===== src/hw/lepc_map.vh =====
// Purpose: Constants for the legacy emulation palette and configuration block.
// Assumes: Plain Verilog-2005 includer.
// Notes:   Port numbers are CPU I/O addresses.
`ifndef LEPC_MAP_VH
`define LEPC_MAP_VH

`define LEPC_IO_CFG        16'h03bf
`define LEPC_IO_PAL        16'h03d9
`define LEPC_IO_SEQ_IDX    16'h03c4
`define LEPC_REG_RESET     8'h00
`define LEPC_BYTE_ZERO     8'h00
`define LEPC_COL_BLANK     4'h0
`define LEPC_SEQ_KEEP_MSB  5

`define LEPC_EMU_COLOUR_BIT 0
`define LEPC_EMU_ACT_BIT   2
`define LEPC_EMU_EN_BIT    3
`define LEPC_MISC_MAP_BIT  0
`define LEPC_MODE_PAGE_BIT 7

`define LEPC_PAL_IRGB_MSB  3
`define LEPC_PAL_IRGB_LSB  0
`define LEPC_PAL_ALT_BIT   4
`define LEPC_PAL_SET_BIT   5
`define LEPC_CFG_GFX_BIT   0
`define LEPC_CFG_PAGE_BIT  1

`define LEPC_SEG_LOW       20'hb0000
`define LEPC_SEG_TEXT_END  20'hb0fff
`define LEPC_SEG_HALF_END  20'hb7fff
`define LEPC_SEG_UP        20'hb8000
`define LEPC_SEG_FULL_END  20'hbffff

// Four-bit IRGB codes for the 320x200 colour sets.
`define LEPC_COL_GREEN     4'h2
`define LEPC_COL_RED       4'h4
`define LEPC_COL_BROWN     4'h6
`define LEPC_COL_CYAN      4'h3
`define LEPC_COL_MAGENTA   4'h5
`define LEPC_COL_WHITE     4'h7

`endif


===== src/hw/lepc_colour_map.v =====
// Purpose: Maps a 320x200 two-bit pixel code to an IRGB colour.
// Assumes: Palette register contents supplied by the parent.
// Notes:   Registered output, one cycle of latency.
`include "lepc_map.vh"

module lepc_colour_map (
    input  wire       clk,
    input  wire       rst_b,
    input  wire [7:0] palette,
    input  wire [1:0] pixel_code,
    output reg  [3:0] pixel_irgb
);

    reg [3:0] next_pixel_irgb;

    always @* begin
        next_pixel_irgb = palette[`LEPC_PAL_IRGB_MSB:`LEPC_PAL_IRGB_LSB];
        if (pixel_code != 2'b00) begin
            if (palette[`LEPC_PAL_SET_BIT]) begin
                if (pixel_code == 2'b01)
                    next_pixel_irgb = `LEPC_COL_CYAN;
                else if (pixel_code == 2'b10)
                    next_pixel_irgb = `LEPC_COL_MAGENTA;
                else
                    next_pixel_irgb = `LEPC_COL_WHITE;
            end else begin
                if (pixel_code == 2'b01)
                    next_pixel_irgb = `LEPC_COL_GREEN;
                else if (pixel_code == 2'b10)
                    next_pixel_irgb = `LEPC_COL_RED;
                else
                    next_pixel_irgb = `LEPC_COL_BROWN;
            end
            // The alternate set lifts the three foreground colours to intensity.
            next_pixel_irgb[3] = palette[`LEPC_PAL_ALT_BIT];
        end
    end

    always @(posedge clk or negedge rst_b) begin
        if (!rst_b)
            pixel_irgb <= `LEPC_COL_BLANK;
        else
            pixel_irgb <= next_pixel_irgb;
    end

endmodule


===== src/hw/lepc_regs.v =====
// Purpose: Palette select and monochrome-graphics configuration registers.
// Assumes: CPU I/O strobes are one-cycle pulses synchronous to clk.
// Notes:   Colour outputs and memory window checks follow the emulation state.
`include "lepc_map.vh"

module lepc_regs (
    input  wire        clk,
    input  wire        rst_b,
    input  wire [15:0] io_addr,
    input  wire        io_wr,
    input  wire        io_rd,
    input  wire [7:0]  io_wdata,
    output reg  [7:0]  io_rdata,
    output reg         io_hit,
    input  wire [7:0]  seq_index,
    input  wire [7:0]  emulation_mode_register,
    input  wire [7:0]  misc_output,
    input  wire [7:0]  mode_control,
    input  wire        mode_text_40,
    input  wire        mode_gfx_320,
    input  wire        mode_gfx_640,
    input  wire [1:0]  pixel_code,
    input  wire [19:0] cpu_mem_addr,
    output reg  [3:0]  border_irgb,
    output reg  [3:0]  background_irgb,
    output reg  [3:0]  foreground_irgb,
    output reg         text_bg_select,
    output wire [3:0]  pixel_irgb,
    output reg         palette_active,
    output reg         config_active,
    output reg         graphics_enabled,
    output reg         page_select,
    output reg  [19:0] page_base,
    output reg         cpu_mem_allowed
);

    // ------------------------------------------------------------
    // Register storage
    // ------------------------------------------------------------
    reg  [7:0]  colour_adapter_palette_select;
    reg  [7:0]  mono_graphics_configuration;
    reg  [7:0]  next_palette_select;
    reg  [7:0]  next_configuration;
    wire        sel_pal;
    wire        sel_cfg;
    wire        sel_seq;
    wire        colour_emu;
    wire        emu_on;
    wire        pal_on;
    wire        cfg_on;
    wire        cfg_gfx;
    wire        cfg_page;
    wire        page_grant;
    wire        mode_text;
    wire [3:0]  pal_irgb;
    wire [7:0]  pal_to_map;
    reg  [7:0]  next_rdata;
    reg         next_hit;
    reg  [3:0]  next_border;
    reg  [3:0]  next_background;
    reg  [3:0]  next_foreground;
    reg         next_text_bg;
    reg  [19:0] next_limit;
    reg  [19:0] next_page_base;
    reg         next_mem_allowed;

    // ------------------------------------------------------------
    // Helper functions
    // ------------------------------------------------------------
    // Gates the palette colour onto one display-mode output.
    function [3:0] lepc_mode_colour;
        input       gate;
        input [3:0] colour;
        begin
            if (gate)
                lepc_mode_colour = colour;
            else
                lepc_mode_colour = `LEPC_COL_BLANK;
        end
    endfunction

    // True when an I/O address names the given port.
    function lepc_port_match;
        input [15:0] addr;
        input [15:0] port;
        begin
            lepc_port_match = (addr == port);
        end
    endfunction

    // Sequencer index readback with the two configuration bits on top.
    function [7:0] lepc_seq_readback;
        input [7:0] cfg;
        input [7:0] idx;
        begin
            lepc_seq_readback = {cfg[`LEPC_CFG_PAGE_BIT], cfg[`LEPC_CFG_GFX_BIT],
                                 idx[`LEPC_SEQ_KEEP_MSB:0]};
        end
    endfunction

    // Upper end of the CPU window for the current configuration.
    function [19:0] lepc_window_limit;
        input gfx;
        input page;
        begin
            if (!gfx)
                lepc_window_limit = `LEPC_SEG_TEXT_END;
            else if (!page)
                lepc_window_limit = `LEPC_SEG_HALF_END;
            else
                lepc_window_limit = `LEPC_SEG_FULL_END;
        end
    endfunction

    // True when a CPU address lies between the window base and the limit.
    function lepc_in_window;
        input [19:0] addr;
        input [19:0] limit;
        begin
            lepc_in_window = (addr >= `LEPC_SEG_LOW) && (addr <= limit);
        end
    endfunction

    // ------------------------------------------------------------
    // Port and emulation decode
    // ------------------------------------------------------------
    assign sel_pal    = lepc_port_match(io_addr, `LEPC_IO_PAL);
    assign sel_cfg    = lepc_port_match(io_addr, `LEPC_IO_CFG);
    assign sel_seq    = lepc_port_match(io_addr, `LEPC_IO_SEQ_IDX);
    assign colour_emu = emulation_mode_register[`LEPC_EMU_COLOUR_BIT];
    assign emu_on     = emulation_mode_register[`LEPC_EMU_ACT_BIT];
    assign pal_on     = emu_on & emulation_mode_register[`LEPC_EMU_EN_BIT];
    assign cfg_on     = emu_on & ~misc_output[`LEPC_MISC_MAP_BIT];
    // With the configuration inactive the register imposes no limits.
    assign cfg_gfx    = ~cfg_on | mono_graphics_configuration[`LEPC_CFG_GFX_BIT];
    assign cfg_page   = ~cfg_on | mono_graphics_configuration[`LEPC_CFG_PAGE_BIT];
    // The page request only counts while the upper page is allowed.
    assign page_grant = cfg_page & mode_control[`LEPC_MODE_PAGE_BIT];
    assign mode_text  = ~mode_gfx_320 & ~mode_gfx_640;
    assign pal_irgb   = colour_adapter_palette_select[`LEPC_PAL_IRGB_MSB:`LEPC_PAL_IRGB_LSB];
    // The colour map sees a blank palette while the palette is disabled.
    assign pal_to_map = pal_on ? colour_adapter_palette_select : `LEPC_BYTE_ZERO;

    // ------------------------------------------------------------
    // Register write path
    // ------------------------------------------------------------
    // A palette write outside colour-adapter emulation is dropped silently.
    always @* begin
        next_palette_select = colour_adapter_palette_select;
        if (io_wr && sel_pal && colour_emu)
            next_palette_select = io_wdata;
    end

    always @* begin
        next_configuration = mono_graphics_configuration;
        if (io_wr && sel_cfg)
            next_configuration = io_wdata;
    end

    always @(posedge clk or negedge rst_b) begin
        if (!rst_b)
            colour_adapter_palette_select <= `LEPC_REG_RESET;
        else
            colour_adapter_palette_select <= next_palette_select;
    end

    always @(posedge clk or negedge rst_b) begin
        if (!rst_b)
            mono_graphics_configuration <= `LEPC_REG_RESET;
        else
            mono_graphics_configuration <= next_configuration;
    end

    // ------------------------------------------------------------
    // Read path
    // ------------------------------------------------------------
    always @* begin
        next_rdata = `LEPC_BYTE_ZERO;
        next_hit   = 1'b0;
        if (sel_pal) begin
            next_rdata = colour_adapter_palette_select;
            next_hit   = 1'b1;
        end else if (sel_cfg) begin
            next_rdata = mono_graphics_configuration;
            next_hit   = 1'b1;
        end else if (sel_seq) begin
            next_rdata = lepc_seq_readback(mono_graphics_configuration, seq_index);
            next_hit   = 1'b1;
        end
    end

    // Read data holds until the next read.
    always @(posedge clk or negedge rst_b) begin
        if (!rst_b)
            io_rdata <= `LEPC_BYTE_ZERO;
        else if (io_rd)
            io_rdata <= next_rdata;
    end

    // The hit flag lasts one cycle after each read of a mapped port.
    always @(posedge clk or negedge rst_b) begin
        if (!rst_b)
            io_hit <= 1'b0;
        else
            io_hit <= io_rd & next_hit;
    end

    // ------------------------------------------------------------
    // Palette colour outputs
    // ------------------------------------------------------------
    always @* begin
        next_border     = lepc_mode_colour(pal_on && mode_text_40, pal_irgb);
        next_background = lepc_mode_colour(pal_on && mode_gfx_320, pal_irgb);
        next_foreground = lepc_mode_colour(pal_on && mode_gfx_640, pal_irgb);
        // Bit 4 picks background colours only while a text mode is shown.
        next_text_bg    = pal_on & mode_text &
                          colour_adapter_palette_select[`LEPC_PAL_ALT_BIT];
    end

    always @(posedge clk or negedge rst_b) begin
        if (!rst_b) begin
            border_irgb     <= `LEPC_COL_BLANK;
            background_irgb <= `LEPC_COL_BLANK;
            foreground_irgb <= `LEPC_COL_BLANK;
            text_bg_select  <= 1'b0;
        end else begin
            border_irgb     <= next_border;
            background_irgb <= next_background;
            foreground_irgb <= next_foreground;
            text_bg_select  <= next_text_bg;
        end
    end

    always @(posedge clk or negedge rst_b) begin
        if (!rst_b)
            palette_active <= 1'b0;
        else
            palette_active <= pal_on;
    end

    lepc_colour_map u_colour_map (
        .clk        (clk),
        .rst_b      (rst_b),
        .palette    (pal_to_map),
        .pixel_code (pixel_code),
        .pixel_irgb (pixel_irgb)
    );

    // ------------------------------------------------------------
    // Memory window and page control
    // ------------------------------------------------------------
    always @* begin
        next_limit = lepc_window_limit(cfg_gfx, cfg_page);
        if (page_grant)
            next_page_base = `LEPC_SEG_UP;
        else
            next_page_base = `LEPC_SEG_LOW;
        next_mem_allowed = lepc_in_window(cpu_mem_addr, next_limit);
    end

    always @(posedge clk or negedge rst_b) begin
        if (!rst_b) begin
            config_active    <= 1'b0;
            graphics_enabled <= 1'b0;
        end else begin
            config_active    <= cfg_on;
            graphics_enabled <= cfg_gfx;
        end
    end

    // The base moves in the same cycle as the page flag, so the two never disagree.
    always @(posedge clk or negedge rst_b) begin
        if (!rst_b) begin
            page_select <= 1'b0;
            page_base   <= `LEPC_SEG_LOW;
        end else begin
            page_select <= page_grant;
            page_base   <= next_page_base;
        end
    end

    always @(posedge clk or negedge rst_b) begin
        if (!rst_b)
            cpu_mem_allowed <= 1'b0;
        else
            cpu_mem_allowed <= next_mem_allowed;
    end

endmodule


===== config.mk =====
export PLATFORM = sky130hd
export DESIGN_NAME = lepc_regs
export DESIGN_NICKNAME = d
export VERILOG_FILES = /design/src/hw/lepc_colour_map.v /design/src/hw/lepc_regs.v
export VERILOG_INCLUDE_DIRS = /design/src /design/src/hw
export SDC_FILE = /design/constraint.sdc
export NUM_CORES = 1
export LEC_CHECK = 0
export BUFFER_PORTS_ARGS = -buffer_cell sky130_fd_sc_hd__buf_4
export CORE_UTILIZATION = 39
export DETAILED_ROUTE_END_ITERATION = 7
export PLACE_DENSITY = 0.74
export SLEW_MARGIN = 20
export SYNTH_ARGS = -nofsm -noshare
export SYNTH_HDL_FRONTEND = slang
export SYNTH_SLANG_ARGS = --single-unit

===== constraint.sdc =====
create_clock -name clk -period 1.84 [get_ports clk]
set_input_delay 0.092 -clock clk [delete_from_list [all_inputs] [get_ports clk]]
set_output_delay 0.092 -clock clk [all_outputs]
set_load 0.02 [all_outputs]

==> flow_summary.ini, run 1 <==
[layout]
nNetsFinal = 390
drive_gt1_share_pct = 49.5
diodes = 0
syn2layout_area_growth_pct = 40.4
nFillCells = 512

[global_routing]
gr-total-overflow = 0
grt_max_degree = 48
grtUsageTotal_pct = 17.4
grt_pass1_wl_um = 8340
antenna_found_initial = 0
grt_pass1_vias = 1799

[timing]
final-setup-viol-count = 0
fin_setup_tns_ns = 0
worst_pin_slew_ns = 0.568
clock_skew_ns = 0.00887
finalCriticalPeriod_ns = 1.74
hold_violations = 0
setup_ws_ns = 0.0951
max-slew-margin-rel_pct = 62.2
fin_crit_sh_pct = 94.8
max_freq_mhz = 573
whs_ns = 0.0290
slew_violations = 0

[clock_tree]
ctsHtreeMaxLevel = 2
tritoncts.num_buffers = 5
clk_pin_slew_ns = 0.09
clock_sinks = 47
clockRootBuffer = clkbuf_8
cts_tree = yes
clock_latency_ns = 0.30
clock_path_buffers = 2

[route]
routed-wl-met2_um = 2510
drt-initial-drc-count = 60
routed_wl_um = 5190
top_layer = met4
drt-met1-wl_um = 2220
viasPerCell = 4.89
wl_met3_um = 406
wl_per_cell_um = 13.8
via_count = 1832
drcViolationCount = 0
drtPass1Iterations = 4
ant_nets = 0

[synth]
synth_edf_count = 0
synth_ff_type = dfrtp_1
synth_common_cells = dfrtp_1 (47), a21oi_1 (21), buf_4 (20)
synth_top_area_share_pct = 50.6
synthTopCellsByArea = dfrtp_1 (51%), mux2_2 (6.8%), buf_4 (6.5%)
synth_top_cell_by_area = dfrtp_1
synth-seq-area-share_pct = 50.6
synth.most_common_cell = dfrtp_1
yosys_warnings = 0
async_flop_share_pct = 100
synth-seq-cells = 47
synth_area_um2 = 2320
synth_cell_types = 43
syn_area_per_cell_um2 = 12.1
synthCells = 192

[floorplanning]
dieArea_um2 = 6270
rows = 27
io_pins = 136
initial_core_util_pct = 41.4
dieHeight_um = 79.2
core-area_um2 = 5610
die_w_um = 79.2

[placed_design]
hpwl_um = 3950
port_buffers = 95
gp_congestion = 0.764
dpl_worst_slack_ns = 0.00255

[worst_setup_path]
critPathMaxFanout = 4
endpoint_kind = flip-flop
worstSetupStartpointType = flip-flop
crit_required_ns = 2.05
crit_start = mono_graphics_configuration[0]
worst-setup-path-type = reg2reg
crit_arrival_ns = 1.96
rr_startpoint = mono_graphics_configuration[0]

[hold_path]
min_from = io_wdata[0]
hold_class = in2reg

[power]
power_density_nw_per_um2 = 617
power_leakage_nw = 1.70
ir_drop_v = 0.000402

[run_status]
outcome = complete, no violations

[flow_run]
cap_violations = 0
-- final timing paths --
check / slack (ns) / depth (start not counted) / endpoint
worst max-delay path: 0.1 / 6 / cpu_mem_allowed
worst min-delay path: 0.03 / 2 / colour_adapter_palette_select[0]
worst max register to register: 0.1 / 6 / cpu_mem_allowed
worst min register to register: 0.52 / 1 / mono_graphics_configuration[3]
max in group asynchronous: 1.12 / 2 / mono_graphics_configuration[4]
min in group asynchronous: 0.33 / 2 / io_rdata[5]
-- cells in the final DEF (no fill, tap or decap), types with 2 or more instances in the layout --
master,netlist,final
mux2_4,2,2
o32ai_2,8,8
nor3_1,2,2
mux2_2,14,14
nor2_1,2,2
nand2b_1,2,2
clkbuf_8,0,5
conb_1,2,19
nand4b_1,2,2
o21ai_0,5,5
and3_1,12,12
nand3_1,10,10
nand2_1,4,4
dfrtp_1,47,47
clkinv_4,0,2
inv_1,6,6
a21oi_1,21,21
dlygate4sd3_1,0,4
buf_4,20,106
ha_1,3,2
nand4_1,3,3
-- flip-flops by register name (all words and copies together), names as in the netlist --
signal                         count
border_irgb                        4
background_irgb                    4
text_bg_select                     1
palette_active                     1
cpu_mem_allowed                    1
io_hit                             1
config_active                      1
graphics_enabled                   1
foreground_irgb                    4
io_rdata                           8
page_select                        1
mono_graphics_configuration        8
u_colour_map.pixel_irgb            4
colour_adapter_palette_select      8
-- per-layer routing --
layer  vias to the layer above  global-route usage [%]
li1                        884                       -
met1                       859                    22.2
met2                        84                    28.8
met3                         5                    4.48
met4                         0                    5.45
met5                         -                       0
-- what timing repair did --
item,CTS,global route
endpoints found under the setup margin,1,1
hold buffers,4,0
gates resized for setup,1,1
hold endpoints to repair,49,0
buffers inserted,0,1
pin swaps,0,3
-- worst max-delay path: stages (launching register included) --
cell and delay, ns:
dfrtp_1 0.41, buf_4 0.15, a21oi_1 0.07, ha_1 0.30
nand3_1 0.06, or4_1 0.48, o31ai_1 0.19
-- through the flow --
stage | cells | total power, mW | util, % | instance area [um2]
3_3_place_gp | 362 | 1.40 | 55.4 | 3110
5_1_grt | 375 | 2.11 | 58.2 | 3260
2_1_floorplan | 209 | 1.25 | - | 2390
6_report | 375 | 2.01 | 58.2 | 3260
4_1_cts | 374 | 2.02 | 57.8 | 3240
3_5_place_dp | 362 | 1.41 | 55.4 | 3110
-- report_power, final --
part	internal (mW)	leakage (nW)	switching [mW]	total [mW]
clock network	0.273	0.0454	0.346	0.619
registers	1.05	0.633	0.0133	1.06
logic	0.162	1.02	0.167	0.329
total	1.49	1.70	0.526	2.01
-- final cells by class --
cell class	instances	area [um2]	area share (%)
Inverter	6	22.5	0.690
Sequential cell	47	1180	36.1
Multi-Input combinational cell	131	1030	31.5
Tap cell	72	90.1	2.76
Clock inverter	2	17.5	0.537
Timing Repair Buffer	111	856	26.2
Clock buffer	6	72.6	2.22
-- logic make-up after synthesis --
group	count (synthesis)	share of synthesized area [%]
buf+inv	31	8.94
other cells	2	0.323
flops	47	50.6
compound gates	40	14.1
fa+ha+maj	3	1.62
mux	16	8.08
simple gates	52	16.0
xor+xnor	1	0.377
Note: power is estimated with default switching activity, not from simulation.
==> run 2: changes to the inputs <==
--- a/config.mk
+++ b/config.mk
@@ -7,9 +7,9 @@
 export NUM_CORES = 1
 export LEC_CHECK = 0
 export BUFFER_PORTS_ARGS = -buffer_cell sky130_fd_sc_hd__buf_4
-export CORE_UTILIZATION = 39
+export CORE_UTILIZATION = 35
 export DETAILED_ROUTE_END_ITERATION = 7
-export PLACE_DENSITY = 0.74
+export PLACE_DENSITY = 0.67
 export SLEW_MARGIN = 20
 export SYNTH_ARGS = -nofsm -noshare
 export SYNTH_HDL_FRONTEND = slang
==> flow_summary.ini, run 2 (synthesis gave the netlist of run 1 again) <==
[run_status]
outcome = complete, no violations

[route]
top_layer = met4
drtPass1Iterations = 4
wl_per_cell_um = 14.3
viasPerCell = 4.96
via_count = 1890
drcViolationCount = 0
routed_wl_um = 5460
drt-met1-wl_um = 2230
drt-initial-drc-count = 95
ant_nets = 0
wl_met3_um = 402
routed-wl-met2_um = 2800

[worst_setup_path]
worst-setup-path-type = reg2reg
critPathMaxFanout = 3
r2r_cells = 5
worstSetupStartpointType = flip-flop
rr_startpoint = mono_graphics_configuration[0]
crit_arrival_ns = 1.92
r2r_slack_ns = 0.12
endpoint_kind = flip-flop
crit_required_ns = 2.05
rr_endpoint = cpu_mem_allowed

[global_routing]
grtUsageTotal_pct = 16.2
grt_pass1_vias = 1905
antenna_found_initial = 0
grt_pass1_wl_um = 8960
grt_max_degree = 48
gr-total-overflow = 0

[layout]
syn2layout_area_growth_pct = 42.4
final_common_cell = buf_4
fin_cells = 381
fin_area_um2 = 3310
utilization_pct = 51.8
nNetsFinal = 391
drive_gt1_share_pct = 49.7
largest_registers = colour_adapter_palette_select (8), io_rdata (8), mono_graphics_configuration (8)
diodes = 0
nFillCells = 598
mostFrequentLayoutCells = buf_4 (107), dfrtp_1 (47), a21oi_1 (21)

[timing]
fin_crit_sh_pct = 93.3
slew_violations = 0
worst_pin_slew_ns = 0.571
finalCriticalPeriod_ns = 1.72
hold_violations = 0
setup_ws_ns = 0.123
rsz0062_at_grt = no
final-setup-viol-count = 0
max-slew-margin-rel_pct = 61.9
fin_setup_tns_ns = 0
clock_skew_ns = 0.00660
whs_ns = 0.0286
max_freq_mhz = 582

[clock_tree]
clock_path_buffers = 2
clk_pin_slew_ns = 0.09
cts_tree = yes
clock_sinks = 47
clock_latency_ns = 0.30
ctsHtreeMaxLevel = 2
clockRootBuffer = clkbuf_8
tritoncts.num_buffers = 5

[placed_design]
gp_congestion = 0.744
place_area_um2 = 3130
dpl_worst_slack_ns = 0.0742
dp_cells = 369
port_buffers = 95
hpwl_um = 4210

[floorplanning]
die_w_um = 83.5
rows = 29
initial_core_util_pct = 36.4
dieHeight_um = 83.5
dieArea_um2 = 6970
io_pins = 136
core-area_um2 = 6390

[hold_path]
min_from = io_wdata[7]
worstHoldPathCells = 2
hold_class = in2reg
worstHoldEndpoint = colour_adapter_palette_select[7]

[power]
power.total_mw = 2.28
power_leakage_nw = 1.72
ir_drop_v = 0.000428
power_density_nw_per_um2 = 690

[flow_run]
cap_violations = 0
run 2: cell type report:
cell class              instances  area, um2  area share, %
well taps                      77       96.3           2.91
flip-flops and latches         47       1180           35.5
inverters                       6       22.5          0.681
multi-input cells             131       1010           30.7
clock inverters                 3       67.6           2.04
repair buffers                112        863           26.1
clock buffers                   5       68.8           2.08
run 2: how the worst max path moves through the flow:
stage / startpoint / endpoint / slack, ns / cells after the start
after floorplan: mono_graphics_configuration[0] / cpu_mem_allowed / 0.10 / 5
after global placement: mono_graphics_configuration[0] / cpu_mem_allowed / 0.09 / 5
after detailed placement: mono_graphics_configuration[0] / cpu_mem_allowed / 0.07 / 5
after CTS: mono_graphics_configuration[0] / cpu_mem_allowed / 0.06 / 5
after global routing: mono_graphics_configuration[0] / cpu_mem_allowed / 0.0003 / 5
final: mono_graphics_configuration[0] / cpu_mem_allowed / 0.12 / 5
run 2: where the power goes:
part / internal (mW) / switching, mW
clock network: 0.542 / 0.350
registers: 1.05 / 0.0131
logic: 0.159 / 0.167
run 2: routing by layer:
layer	up-vias	track usage [%]
met5	-	0
met4	0	2.62
met3	6	4.55
met2	80	29.1
met1	913	19.6
li1	891	-
run 2: timing repair:
action / in CTS / in global routing
buffers inserted: 0 / 0
gates resized for setup: 0 / 1
setup endpoints to repair: 0 / 1
hold endpoints to repair: 49 / 0
hold buffers: 4 / 0
run 2: critical path: stages, from the launching register on:
cell     delay (ns)
dfrtp_1        0.43
nor3b_4        0.24
ha_1           0.17
nand3_1        0.08
or4_1          0.49
o31ai_1        0.23
==> run 3: changes to the inputs <==
--- a/config.mk
+++ b/config.mk
@@ -13,4 +13,5 @@
 export SLEW_MARGIN = 20
 export SYNTH_ARGS = -nofsm -noshare
 export SYNTH_HDL_FRONTEND = slang
+export SYNTH_HIERARCHICAL = 1
 export SYNTH_SLANG_ARGS = --single-unit
==> flow_summary.ini, run 3 <==
[run_status]
outcome = complete, no violations

[clock_tree]
tritoncts.num_buffers = 5
clock_sinks = 47
clockRootBuffer = clkbuf_8
ctsHtreeMaxLevel = 2
cts_tree = yes
clk_pin_slew_ns = 0.08
clock_path_buffers = 2
clock_latency_ns = 0.30
post-cts-setup-buffer-count = 0

[layout]
diodes = 0
fin_area_um2 = 3180
final_common_cell = buf_4
nNetsFinal = 385
largest_registers = colour_adapter_palette_select (8), io_rdata (8), mono_graphics_configuration (8)
nFillCells = 594
drive_gt1_share_pct = 49.0
syn2layout_area_growth_pct = 39.3
mostFrequentLayoutCells = buf_4 (102), dfrtp_1 (47), conb_1 (19)

[route]
via_count = 1844
drtPass1Iterations = 4
drt-initial-drc-count = 43
routed_wl_um = 5320
drcViolationCount = 0
ant_nets = 0
wl_per_cell_um = 14.2
viasPerCell = 4.92

[floorplanning]
rows = 29
io_pins = 136
core-area_um2 = 6310
die_w_um = 82.7
dieArea_um2 = 6840
dieHeight_um = 82.7
initial_core_util_pct = 36.1

[placed_design]
place_area_um2 = 3040
gp_congestion = 0.767
hpwl_um = 4020
port_buffers = 95

[flow_run]
cap_violations = 0

[synth]
synth_area_um2 = 2280
synthCells = 191
syn_area_per_cell_um2 = 11.9
yosys_warnings = 6

[timing]
worst_pin_slew_ns = 0.593
max-slew-margin-rel_pct = 60.4
clock_skew_ns = 0.00782
max_freq_mhz = 585
final-setup-viol-count = 0
slew_violations = 0
finalCriticalPeriod_ns = 1.71
hold_violations = 0
rsz0062_at_grt = no
whs_ns = 0.0164
fin_setup_tns_ns = 0
fin_crit_sh_pct = 92.9

[worst_setup_path]
worst-setup-path-type = reg2reg
endpoint_kind = flip-flop
crit_start = mono_graphics_configuration[0]
crit_arrival_ns = 1.92
r2r_slack_ns = 0.13
crit_required_ns = 2.05
worstSetupStartpointType = flip-flop
critPathMaxFanout = 4
r2r_cells = 5
rr_startpoint = mono_graphics_configuration[0]

[power]
power_density_nw_per_um2 = 623
pwr-share-seq_pct = 53.6
p_sw_mw = 0.508
combPwrFrac_pct = 16.0
p_sw_share_pct = 25.7
power_leakage_nw = 1.65
power_frac_clock_pct = 30.4
ir_drop_v = 0.000335
p_int_mw = 1.47

[hold_path]
min_from = pixel_code[0]
worstHoldPathCells = 3
hold_class = in2reg

[global_routing]
grt_pass1_vias = 1700
grtUsageTotal_pct = 16.3
antenna_found_initial = 0
gr-total-overflow = 0
grt_max_degree = 48
grt_pass1_wl_um = 8160
## run 3: area by class of cell
| class | count | area, um2 | share of cell area [%] |
|---|---|---|---|
| inverters | 5 | 18.8 | 0.591 |
| flip-flops and latches | 47 | 1180 | 37.0 |
| repair buffers | 107 | 816 | 25.7 |
| multi-input cells | 131 | 985 | 31.0 |
| clock inverters | 2 | 12.5 | 0.394 |
| clock buffers | 6 | 72.6 | 2.28 |
| well taps | 77 | 96.3 | 3.03 |
## run 3: timing repair
item	in CTS	in global routing
endpoints found under the setup margin	0	1
endpoints found under the hold margin	51	0
gates resized for setup	0	1
hold buffers	5	0
## run 3: power groups by stage
stage / Combinational (mW) / Clock, mW / Sequential, mW
global placement: 0.306 / 0 / 1.08
detailed placement: 0.311 / 0 / 1.08
global route: 0.349 / 0.662 / 1.06
CTS: 0.319 / 0.624 / 1.06
floorplan: 0.132 / 0 / 1.10
finish: 0.317 / 0.602 / 1.06
## run 3: layer usage
metal / track usage [%] / part of all wire [%] / vias to the layer above
met3: 3.30 / 5.9 / 7
met2: 29.0 / 52 / 67
li1: - / - / 865
met4: 6.03 / 1.8 / 0
met1: 19.1 / 41 / 905
met5: 0 / 0 / -
## run 3: final timing paths
path                                             endpoint
hold reg to reg            mono_graphics_configuration[7]
setup reg to reg                          cpu_mem_allowed
hold / removal                 u_colour_map/pixel_irgb[1]
max in group asynchronous              background_irgb[0]
min in group asynchronous                          io_hit
setup / recovery                          cpu_mem_allowed
## run 3: critical path, cell delays in order, from the launching register on
cell and delay [ns]:
dfrtp_1 0.43, nor3b_4 0.25, ha_1 0.18, nand3_1 0.07, or4_1 0.46, o31ai_1 0.23
## run 3: per-stage QoR
stage          total power, mW  std cells  utilization (%)  worst slack (ns)
6_report                  1.98        375             50.3             0.130
5_1_grt                   2.07        375             50.3            0.0202
4_1_cts                   2.00        375             50.2            0.0621
3_5_place_dp              1.39        362             48.1            0.0860
3_3_place_gp              1.39        362             48.1             0.133
2_1_floorplan             1.24        208                -             0.103
